--- src/pef_defines.vh ---
`ifndef PEF_DEFINES_VH
`define PEF_DEFINES_VH

// Register byte offsets
`define PEF_OFF_FLAGS 12'h000
`define PEF_OFF_MASK 12'h004
`define PEF_OFF_LIVE 12'h008

// Register select codes
`define PEF_SEL_NONE 2'h0
`define PEF_SEL_FLAGS 2'h1
`define PEF_SEL_MASK 2'h2
`define PEF_SEL_LIVE 2'h3

// Flag bit positions
`define PEF_BIT_TIMER_ONE_COUNT_OVF 0
`define PEF_BIT_TIMER_TWO_COUNT_MATCH 1
`define PEF_BIT_CAPCOMP 2
`define PEF_BIT_SYNC_SERIAL 3
`define PEF_BIT_UART_TX 4
`define PEF_FLAG_W 5

// Reset values
`define PEF_RST_FLAGS 5'h00
`define PEF_RST_MASK 5'h00
`define PEF_RST_RDATA 32'h0000_0000

// Sync serial port modes
`define PEF_SSP_OFF 2'h0
`define PEF_SSP_SPI 2'h1
`define PEF_SSP_I2C_SLAVE 2'h2
`define PEF_SSP_I2C_MASTER 2'h3

// Capture/compare unit modes
`define PEF_CCP_OFF 2'h0
`define PEF_CCP_CAPTURE 2'h1
`define PEF_CCP_COMPARE 2'h2
`define PEF_CCP_PWM 2'h3

// AHB encodings
`define PEF_HTRANS_NONSEQ 2'h2
`define PEF_HRESP_OKAY 1'h0

`endif

--- src/pef_event_flags.v ---
// Notes on behaviour
// (RULE_01) Bit 4 is high while the transmit buffer is empty, low while it holds data.
// (RULE_02) Bit 3 sets when a serial transfer finishes in SPI or either I2C mode.
// (RULE_03) Software clears bit 3 before leaving its handler; hardware holds it set.
// (RULE_04) In I2C master mode bit 3 sets when a requested START completes.
// (RULE_05) In I2C master mode bit 3 sets when a requested repeated start completes.
// (RULE_06) In I2C master mode bit 3 sets when a requested acknowledge completes.
// (RULE_07) Bit 3 sets on a bus START seen while the own port is idle; the code does this only in I2C master mode.
// (RULE_08) Bit 3 sets on a bus STOP seen while the own port is idle; the code does this only in I2C master mode.
// (RULE_09) In capture mode bit 2 sets on a timer-one capture; sticky.
// (RULE_10) In compare mode bit 2 sets on a timer-one compare match; sticky.
// (RULE_11) Bit 1 sets when timer two equals its period value; sticky.
// (RULE_12) Bit 0 sets when timer one wraps past its maximum; sticky.
//
// Local design decisions: the register addresses and register access over AHB-Lite.
`timescale 1ns/10ps
`default_nettype none
`include "pef_defines.vh"

module pef_event_flags #(
  parameter T1_WIDTH = 16,
  parameter T2_WIDTH = 8
) (
  // Clock, reset, clock enable
  input wire hclk,
  input wire hresetn,
  input wire clk_en,
  // AHB-Lite slave
  input wire hsel,
  input wire [31:0] haddr,
  input wire [1:0] htrans,
  input wire hwrite,
  input wire [2:0] hsize,
  input wire [31:0] hwdata,
  input wire hready,
  output wire [31:0] hrdata,
  output wire hreadyout,
  output wire hresp,
  // Serial transmitter
  input wire uart_tx_buffer_empty,
  // Sync serial port
  input wire [1:0] sync_serial_port_mode,
  input wire sync_serial_port_xfer_done,
  input wire sync_serial_port_start_done,
  input wire sync_serial_port_restart_done,
  input wire sync_serial_port_ack_done,
  input wire sync_serial_port_bus_start_seen,
  input wire sync_serial_port_bus_stop_seen,
  input wire sync_serial_port_idle,
  // Capture/compare unit one
  input wire [1:0] capcomp_unit_one_mode,
  input wire capcomp_unit_one_capture_strobe,
  input wire [T1_WIDTH-1:0] capcomp_unit_one_compare_value,
  // Timers
  input wire [T1_WIDTH-1:0] timer_one_count,
  input wire [T2_WIDTH-1:0] timer_two_count,
  input wire [T2_WIDTH-1:0] timer_two_period,
  // Flags and interrupt
  output wire [7:0] peripheral_event_flags_one,
  output wire irq
);

  ////////////////////////////////////////////////////////////////////////////
  // Address decode

  function [1:0] pef_decode;
    input [31:0] addr;
    begin
      if (addr[11:0] == `PEF_OFF_FLAGS) begin
        pef_decode = `PEF_SEL_FLAGS;
      end else if (addr[11:0] == `PEF_OFF_MASK) begin
        pef_decode = `PEF_SEL_MASK;
      end else if (addr[11:0] == `PEF_OFF_LIVE) begin
        pef_decode = `PEF_SEL_LIVE;
      end else begin
        pef_decode = `PEF_SEL_NONE;
      end
    end
  endfunction

  ////////////////////////////////////////////////////////////////////////////
  // State

  reg [`PEF_FLAG_W-1:0] flags_reg;
  reg [`PEF_FLAG_W-1:0] flags_next;
  reg [`PEF_FLAG_W-1:0] mask_reg;
  reg [`PEF_FLAG_W-1:0] mask_next;
  reg [T1_WIDTH-1:0] t1_prev_reg;
  reg irq_reg;
  reg [31:0] hrdata_reg;
  reg [31:0] hrdata_next;
  reg hreadyout_reg;
  reg dp_write_reg;
  reg [1:0] dp_sel_reg;

  wire addr_phase;
  wire [1:0] ap_sel;
  wire dp_wr_flags;
  wire dp_wr_mask;
  wire [1:0] match_level;
  wire [1:0] match_rise;
  wire ssp_on;
  wire ssp_master;
  wire ssp_set;
  wire ccp_set;
  wire timer_two_count_set;
  wire timer_one_count_set;
  wire [`PEF_FLAG_W-1:0] sticky_set;
  wire [`PEF_FLAG_W-1:0] w1c_clear;
  wire [7:0] live_status;

  ////////////////////////////////////////////////////////////////////////////
  // Event sources

  assign match_level[0] = (timer_two_count == timer_two_period);
  assign match_level[1] = (timer_one_count == capcomp_unit_one_compare_value);

  // A timer parked on its match for many prescaled cycles sets once
  pef_rise_detect #(
    .WIDTH(2)
  ) u_match_rise (
    .hclk(hclk),
    .hresetn(hresetn),
    .clk_en(clk_en),
    .level_in(match_level),
    .rise_out(match_rise)
  );

  assign ssp_on = (sync_serial_port_mode != `PEF_SSP_OFF);
  assign ssp_master = (sync_serial_port_mode == `PEF_SSP_I2C_MASTER);

  assign ssp_set = (ssp_on & sync_serial_port_xfer_done) // RULE_02
    | (ssp_master & sync_serial_port_start_done) // RULE_04
    | (ssp_master & sync_serial_port_restart_done) // RULE_05
    | (ssp_master & sync_serial_port_ack_done) // RULE_06
    | (ssp_master & sync_serial_port_idle & sync_serial_port_bus_start_seen) // RULE_07
    | (ssp_master & sync_serial_port_idle & sync_serial_port_bus_stop_seen); // RULE_08

  assign ccp_set =
    ((capcomp_unit_one_mode == `PEF_CCP_CAPTURE) & capcomp_unit_one_capture_strobe) // RULE_09
    | ((capcomp_unit_one_mode == `PEF_CCP_COMPARE) & match_rise[1]); // RULE_10

  assign timer_two_count_set = match_rise[0]; // RULE_11

  // Wrap means the last count was all ones and this one is zero
  assign timer_one_count_set = (&t1_prev_reg) & (timer_one_count == {T1_WIDTH{1'b0}}); // RULE_12

  always @(posedge hclk or negedge hresetn) begin
    if (!hresetn) begin
      t1_prev_reg <= {T1_WIDTH{1'b0}};
    end else if (clk_en) begin
      t1_prev_reg <= timer_one_count;
    end
  end

  ////////////////////////////////////////////////////////////////////////////
  // AHB-Lite address and data phase

  assign addr_phase = hsel & hready & htrans[1];
  assign ap_sel = pef_decode(haddr);
  assign dp_wr_flags = dp_write_reg & (dp_sel_reg == `PEF_SEL_FLAGS);
  assign dp_wr_mask = dp_write_reg & (dp_sel_reg == `PEF_SEL_MASK);

  always @(posedge hclk or negedge hresetn) begin
    if (!hresetn) begin
      dp_write_reg <= 1'b0;
      dp_sel_reg <= `PEF_SEL_NONE;
      hreadyout_reg <= 1'b1;
    end else if (clk_en) begin
      // Zero wait states, so every data phase ends at its first edge
      hreadyout_reg <= 1'b1;
      if (addr_phase) begin
        dp_write_reg <= hwrite;
        dp_sel_reg <= ap_sel;
      end else begin
        dp_write_reg <= 1'b0;
        dp_sel_reg <= `PEF_SEL_NONE;
      end
    end
  end

  assign live_status = {2'h0, capcomp_unit_one_mode, sync_serial_port_mode,
    sync_serial_port_idle, uart_tx_buffer_empty};

  // Read data is taken at the address-phase edge and held through the data phase
  always @* begin
    hrdata_next = hrdata_reg;
    if (addr_phase && !hwrite) begin
      if (ap_sel == `PEF_SEL_FLAGS) begin
        hrdata_next = {27'h0, flags_reg};
      end else if (ap_sel == `PEF_SEL_MASK) begin
        hrdata_next = {27'h0, mask_reg};
      end else if (ap_sel == `PEF_SEL_LIVE) begin
        hrdata_next = {24'h0, live_status};
      end else begin
        hrdata_next = 32'h0000_0000;
      end
    end
  end

  always @(posedge hclk or negedge hresetn) begin
    if (!hresetn) begin
      hrdata_reg <= `PEF_RST_RDATA;
    end else if (clk_en) begin
      hrdata_reg <= hrdata_next;
    end
  end

  ////////////////////////////////////////////////////////////////////////////
  // Flags, mask, interrupt

  assign sticky_set = {1'b0, ssp_set, ccp_set, timer_two_count_set, timer_one_count_set};
  // Bit 4 follows the buffer, so a write of one there does nothing
  assign w1c_clear = dp_wr_flags ? {1'b0, hwdata[3:0]} : {`PEF_FLAG_W{1'b0}};

  always @* begin
    // A set in the same cycle as its clear wins, so no event is lost
    flags_next = (flags_reg & ~w1c_clear) | sticky_set; // RULE_03
    flags_next[`PEF_BIT_UART_TX] = uart_tx_buffer_empty; // RULE_01
    mask_next = mask_reg;
    if (dp_wr_mask) begin
      mask_next = hwdata[`PEF_FLAG_W-1:0];
    end
  end

  always @(posedge hclk or negedge hresetn) begin
    if (!hresetn) begin
      flags_reg <= `PEF_RST_FLAGS;
      mask_reg <= `PEF_RST_MASK;
      irq_reg <= 1'b0;
    end else if (clk_en) begin
      flags_reg <= flags_next; // RULE_09 RULE_10 RULE_11 RULE_12
      mask_reg <= mask_next;
      irq_reg <= |(flags_next & mask_next);
    end
  end

  ////////////////////////////////////////////////////////////////////////////
  // Outputs

  assign hrdata = hrdata_reg;
  assign hreadyout = hreadyout_reg;
  assign hresp = `PEF_HRESP_OKAY;
  assign peripheral_event_flags_one = {3'h0, flags_reg};
  assign irq = irq_reg;

endmodule // pef_event_flags

`default_nettype wire

--- src/pef_rise_detect.v ---
`timescale 1ns/10ps
`default_nettype none

module pef_rise_detect #(
  parameter WIDTH = 2
) (
  // Clock and reset
  input wire hclk,
  input wire hresetn,
  input wire clk_en,
  // Levels in, one-cycle pulses out
  input wire [WIDTH-1:0] level_in,
  output wire [WIDTH-1:0] rise_out
);

  reg [WIDTH-1:0] prev_reg;

  always @(posedge hclk or negedge hresetn) begin
    if (!hresetn) begin
      prev_reg <= {WIDTH{1'b0}};
    end else if (clk_en) begin
      prev_reg <= level_in;
    end
  end

  // Held match levels count once, not every cycle they last
  assign rise_out = level_in & ~prev_reg;

endmodule // pef_rise_detect

`default_nettype wire

--- config.mk ---
export PLATFORM = sky130hd
export DESIGN_NAME = pef_event_flags
export DESIGN_NICKNAME = d
export VERILOG_FILES = /design/src/pef_event_flags.v /design/src/pef_rise_detect.v
export VERILOG_INCLUDE_DIRS = /design/src /design/src/src
export SDC_FILE = /design/constraint.sdc
export NUM_CORES = 1
export LEC_CHECK = 0
export BUFFER_PORTS_ARGS = -buffer_cell sky130_fd_sc_hd__clkbuf_2
export CORE_MARGIN = 8
export CORE_UTILIZATION = 35
export CTS_BUF_LIST = sky130_fd_sc_hd__clkbuf_8
export CTS_CLUSTER_DIAMETER = 150
export DETAILED_ROUTE_END_ITERATION = 8
export PLACE_DENSITY_LB_ADDON = 0.12
export RECOVER_POWER = 50
export SLEW_MARGIN = 20
export SYNTH_ARGS = -nofsm -noshare
export SYNTH_HDL_FRONTEND = slang
export SYNTH_SLANG_ARGS = --single-unit
--- constraint.sdc ---
create_clock -name hclk -period 4 [get_ports hclk]
set_input_delay 0.8 -clock hclk [delete_from_list [all_inputs] [get_ports hclk]]
set_output_delay 0.8 -clock hclk [all_outputs]
set_load 0.005 [all_outputs]
# After elaboration in Yosys (flattened, before gate mapping)
# Index checks and enable logic that the tools add are counted.
# Widths: inputs -> output; s select.
dict set report classes {
  n_addsub 0
  n_mul 0
  n_div 0
  magnitude_cmp 0
  n_eq_ne 12
  n_shift 0
  muxes 10
  bitwise_logic 26
  n_reduce_logical 8
}
# operator count
set ops {}
lappend ops {{$mux 6} 3}
lappend ops {{$eq 16x16->1} 1}
lappend ops {{$logic_not 16->1} 1}
lappend ops {{$reduce_and 16->1} 1}
lappend ops {{$and 1x1->1} 14}
lappend ops {{$eq 12x3->1 const B} 1}
lappend ops {{$eq 12x4->1 const B} 1}
lappend ops {{$logic_not 12->1} 1}
lappend ops {{$eq 2x2->1 const B} 5}
lappend ops {{$eq 8x8->1} 1}
lappend ops {{$mux 2} 4}
lappend ops {{$eq 2x1->1 const B} 3}
lappend ops {{$or 1x1->1} 6}
lappend ops {{$and 5x5->5} 1}
lappend ops {{$mux 5} 1}
lappend ops {{$reduce_or 5->1} 1}
lappend ops {{$and 4x4->4} 1}
lappend ops {{$mux 4} 1}
lappend ops {{$not 4->4} 1}
lappend ops {{$or 4x4->4} 1}
lappend ops {{$and 2x2->2} 1}
lappend ops {{$not 2->2} 1}
lappend ops {{$reduce_and 2->1} 1}
lappend ops {{$reduce_bool 2->1} 1}
lappend ops {{3 further kinds} 3}
dict set report totals {
  register_bits 64
  latchBits 0
  ram_bits 0
  romBits 0
  in_bits 136
  out_inout_bits 43
  wordCells 64
  memories 0
}

# Logic depth before layout (Yosys ltp)
dict set report logic_depth {
  word_depth 10
  depth_mapped 6
  ltp_nobuf 5
}

# By module
# From an unflattened synthesis, not the netlist that was laid out.
dict set report hier_totals {
  hier_cells 229
  hier_area_um2 2361.0
}
# module instances cells_each area_each_um2 seq_area_each_um2
set modules_own_cells {}
lappend modules_own_cells {pef_event_flags 1 223 2275.9 900.9}
lappend modules_own_cells {pef_rise_detect 1 6 85.1 50.0}

# Worst setup path before layout
# Ideal clock, no wire load.
dict set report synth_path {
  kind {input to register}
  start {input port sync_serial_port_start_done}
  end {register irq_reg (netlist: irq)}
  setup_time_ns 0.140
  arrival_time_ns 1.745
  required_ns 3.860
  path_slack_ns 2.115
  stages 5
  path_buffers 0
  cell_sequence {nor3_1 -> a21oi_1 -> or3_1 -> a221oi_2 -> a41oi_1}
}
dict set report synth_between {
  elab_chain_cells 9
}
# element line_no
set synth_rtl {}
lappend synth_rtl {{start, declared} pef_event_flags.v:44} ;# input wire sync_serial_port_start_done,
lappend synth_rtl {{$and 1x1->1} pef_event_flags.v:133} ;# | (ssp_master & sync_serial_port_start_done)
lappend synth_rtl {{$or 1x1->1} pef_event_flags.v:133}
lappend synth_rtl {{$or 1x1->1} pef_event_flags.v:134} ;# | (ssp_master & sync_serial_port_restart_done)
lappend synth_rtl {{$or 1x1->1} pef_event_flags.v:135} ;# | (ssp_master & sync_serial_port_ack_done)
lappend synth_rtl {{$or 1x1->1} pef_event_flags.v:136} ;# | (ssp_master & sync_serial_port_idle & sync_serial_port_bus_start_seen)
lappend synth_rtl {{$or 1x1->1} pef_event_flags.v:137} ;# | (ssp_master & sync_serial_port_idle & sync_serial_port_bus_stop_seen);
lappend synth_rtl {{$or 4x4->4} pef_event_flags.v:218} ;# flags_next = (flags_reg & ~w1c_clear) | sticky_set;
lappend synth_rtl {{$and 5x5->5} pef_event_flags.v:234} ;# irq_reg <= |(flags_next & mask_next);
lappend synth_rtl {{$reduce_or 5->1} pef_event_flags.v:234}
lappend synth_rtl {{end signal, assigned} pef_event_flags.v:234}
lappend synth_rtl {{end, declared} pef_event_flags.v:89} ;# reg irq_reg;
# No other way between the ends.
# A chain may end at the register's enable or synchronous reset.

# Final worst setup path
dict set report layout_path {
  start {input port clk_en}
  end {register hrdata_reg[2] (netlist: hrdata[2])}
}
dict set report layout_between {
  elab_chain_cells 1
}
# element line_no
set layout_rtl {}
lappend layout_rtl {{start, declared} pef_event_flags.v:27} ;# input wire clk_en,
lappend layout_rtl {{$reduce_and 2->1 (no source line)} -}
lappend layout_rtl {{end signal, assigned} pef_event_flags.v:203} ;# hrdata_reg <= `PEF_RST_RDATA;
lappend layout_rtl {{end signal, assigned} pef_event_flags.v:205} ;# hrdata_reg <= hrdata_next;
lappend layout_rtl {{end, declared} pef_event_flags.v:90} ;# reg [31:0] hrdata_reg;
# No other way between the ends.

==> results.cfg <==
[worst_hold_path]
hold_class = flip-flop to flip-flop

[power_and_ir_drop]
p_sw_share_pct = 27.0
peakVddDrop_mv = 0.126
power.total_w = 0.000882
power_density_nw_per_um2 = 308
p_int_w = 0.000644
p_leak_nw = 1.35
pwr-share-seq_pct = 49.9
power.switching_w = 0.000238
combinationalPowerShare_pct = 19.5
power_frac_clock_pct = 30.7

[worst_setup_path]
endpoint_kind = flip-flop
setup.worst_path.start = clk_en
crit_required_ns = 4.17
max_stage_delay_ns = 0.58
cp.arrival_ns = 2.55
crit_fanout = 32
critPathKind = input port to flip-flop
reg2reg_depth = 4
r2r_end = irq
cp_slowest_cell = clkbuf_2
reg2reg_slack_ns = 2.31
start_kind = input port
cp_cell_sequence = clkbuf_2 > inv_2 > or3_1 > a221oi_1 > a21oi_1
endpoint = hrdata[2]
r2r_start = dp_sel_reg[0]

[cells_and_area]
area_growth_pct = 21.6
drive_gt1_share_pct = 40.6
seqCellArea_sq_um = 951
stdcell_count = 405
final_nets = 460
diodes = 0
post-route-cell-area_sq_um = 2870
multi_input_area_sq_um = 1230
nFillCells = 685
largest_reg_flops = 16

[cts]
clk_latency_ns = 0.29
numCtsBuffers = 5
clkTransAtPathRegs_ns = 0.07
ctsResizeCount = 0
cts-hold-fix-buffers = 0
clock-sinks = 38
cts_tree = built
htree_levels = 2
ctsRootBufferMaster = clkbuf_8
cts_post_setup_buffers_inserted = 0
cts_max_path_buffers = 2

[placed_design]
dp_slack_ns = 1.33
portBuffers = 96
globalplace.congestion = 0.738
placed_cell_area_sq_um = 2790
placed_cells = 397

[synth]
synth_edf_count = 0
synth_top_cell_by_area = dfrtp_1
synthFlopType = dfrtp_1
synth_seq_cells = 38
yosysWarnings = 0
yosysMostFrequentCell = dfrtp_1
syn_area_sq_um = 2360
synth_cell_types = 42
syn_inst = 229
synth_top_area_share_pct = 40.3
ys_top_cells_by_area = dfrtp_1, mux2_2, buf_4
avgSynthCellArea_sq_um = 10.3
seq_area_frac_synth_pct = 40.3
netlist_top_cells_count = dfrtp_1, buf_4, mux2_2, xnor2_1, nand2_1
ys_async_sr_fraction_pct = 100

[floorplanning]
initial_core_util_pct = 35.5
die_w_um = 98.1
core_area_sq_um = 6640
io_pins = 179
fp.dieH_um = 98.1
dieArea_sq_um = 9620
rows = 30

[global_route]
grt_usage_pct = 13.6
grt_overflow = 0
grt_max_degree = 39
antenna_found_initial = 0
grt_pass1_wl_um = 10600
grt_pass1_vias = 2174

[flow_run]
cap_viol_max_count = 1

[sta]
fin_crit_sh_pct = 59.6
worst_pin_slew_ns = 2.07
hold_viol = 0
finalCriticalPeriod_ns = 2.38
finalSetupViolCount = 0
final_max_slew_viol_count = 39
rsz0062_at_grt = no
relSlewSlack_pct = -38.2
layout_setup_ws_ns = 1.62
tns_ns = 0
skew_ns = 0.00491
fmaxAchievable_ghz = 0.419

[drt]
via_per_inst = 4.84
antenna_left = 0
wirelength_um = 6300
drc_errors = 0
dr_total_vias = 1962
firstDrtPassIters = 4
drtIter0Drc = 120
wl_per_cell_um = 15.6

[status]
status = finished, violations left
violations = capacitance limit, slew limit
==> metrics by stage <==
stage               utilization, %  hold WS [ns]
global route                  43.1         0.531
floorplan                        -         0.451
CTS                           43.3         0.491
finish                        43.1         0.488
detailed placement            42.0         0.473
global placement              42.0         0.452
==> logic make-up (layout without fill, tap and decap cells) <==
group / Yosys count / count (layout) / share of synthesized area [%]
multiplexers: 28 / 28 / 13.4
other: 2 / 31 / 0.319
AO/OA/AOI/OAI: 31 / 31 / 9.24
AND/OR/NAND/NOR: 64 / 64 / 16.0
flip-flops: 38 / 38 / 40.3
buffers and inverters: 42 / 109 / 11.8
XOR/XNOR: 24 / 24 / 8.92
==> layout by cell type, fill, tap and decap left out, drive strengths merged, types with 2 or more instances in the layout <==
| cell type | n |
|---|---|
| a21oi | 8 |
| a221oi | 6 |
| clkbuf | 102 |
| conb | 31 |
| dfrtp | 38 |
| inv | 6 |
| mux2 | 28 |
| nand2 | 14 |
| nand3 | 5 |
| nand4 | 11 |
| nor2 | 9 |
| nor3 | 6 |
| nor4 | 7 |
| o21ai | 7 |
| o2bb2ai | 2 |
| or3 | 2 |
| xnor2 | 24 |
==> worst min-delay path by stage <==
stage                             start                  endpoint  cells past startpoint
6_report       u_match_rise.prev_reg[0]  u_match_rise.prev_reg[0]                      1
5_1_grt                  t1_prev_reg[1]            t1_prev_reg[1]                      1
4_1_cts        u_match_rise.prev_reg[0]  u_match_rise.prev_reg[0]                      1
3_5_place_dp   u_match_rise.prev_reg[0]  u_match_rise.prev_reg[0]                      1
3_3_place_gp                  hrdata[5]                 hrdata[5]                      2
2_1_floorplan  u_match_rise.prev_reg[0]  u_match_rise.prev_reg[0]                      1
==> metal layers <==
layer,routed length [um],vias to the layer above,GRT usage [%]
met5,0,-,0
met4,83,0,4.32
met3,564,6,5.90
met2,3120,72,23.0
met1,2540,934,15.0
li1,-,950,-
==> critical path: cells and delay by family <==
family,cells,cell delay (ns)
buf+inv,2,0.79
compound gates,2,0.42
simple gates,1,0.53
==> layout make-up <==
type | count | share of cell area [%]
Timing Repair Buffer | 96 | 16.5
Multi-Input combinational cell | 178 | 43.0
Sequential cell | 38 | 33.2
Clock inverter | 2 | 0.306
Tap cell | 80 | 3.49
Inverter | 5 | 0.655
Clock buffer | 6 | 2.88
==> power by group through the flow <==
stage               registers (W)  logic, W  clock network (W)
global placement         0.000447  0.000174                  0
CTS                      0.000440  0.000176           0.000281
finish                   0.000440  0.000172           0.000270
floorplan                0.000444  0.000104                  0
global route             0.000445  0.000195           0.000299
detailed placement       0.000448  0.000175                  0
Power figures use the tool's default switching activity.
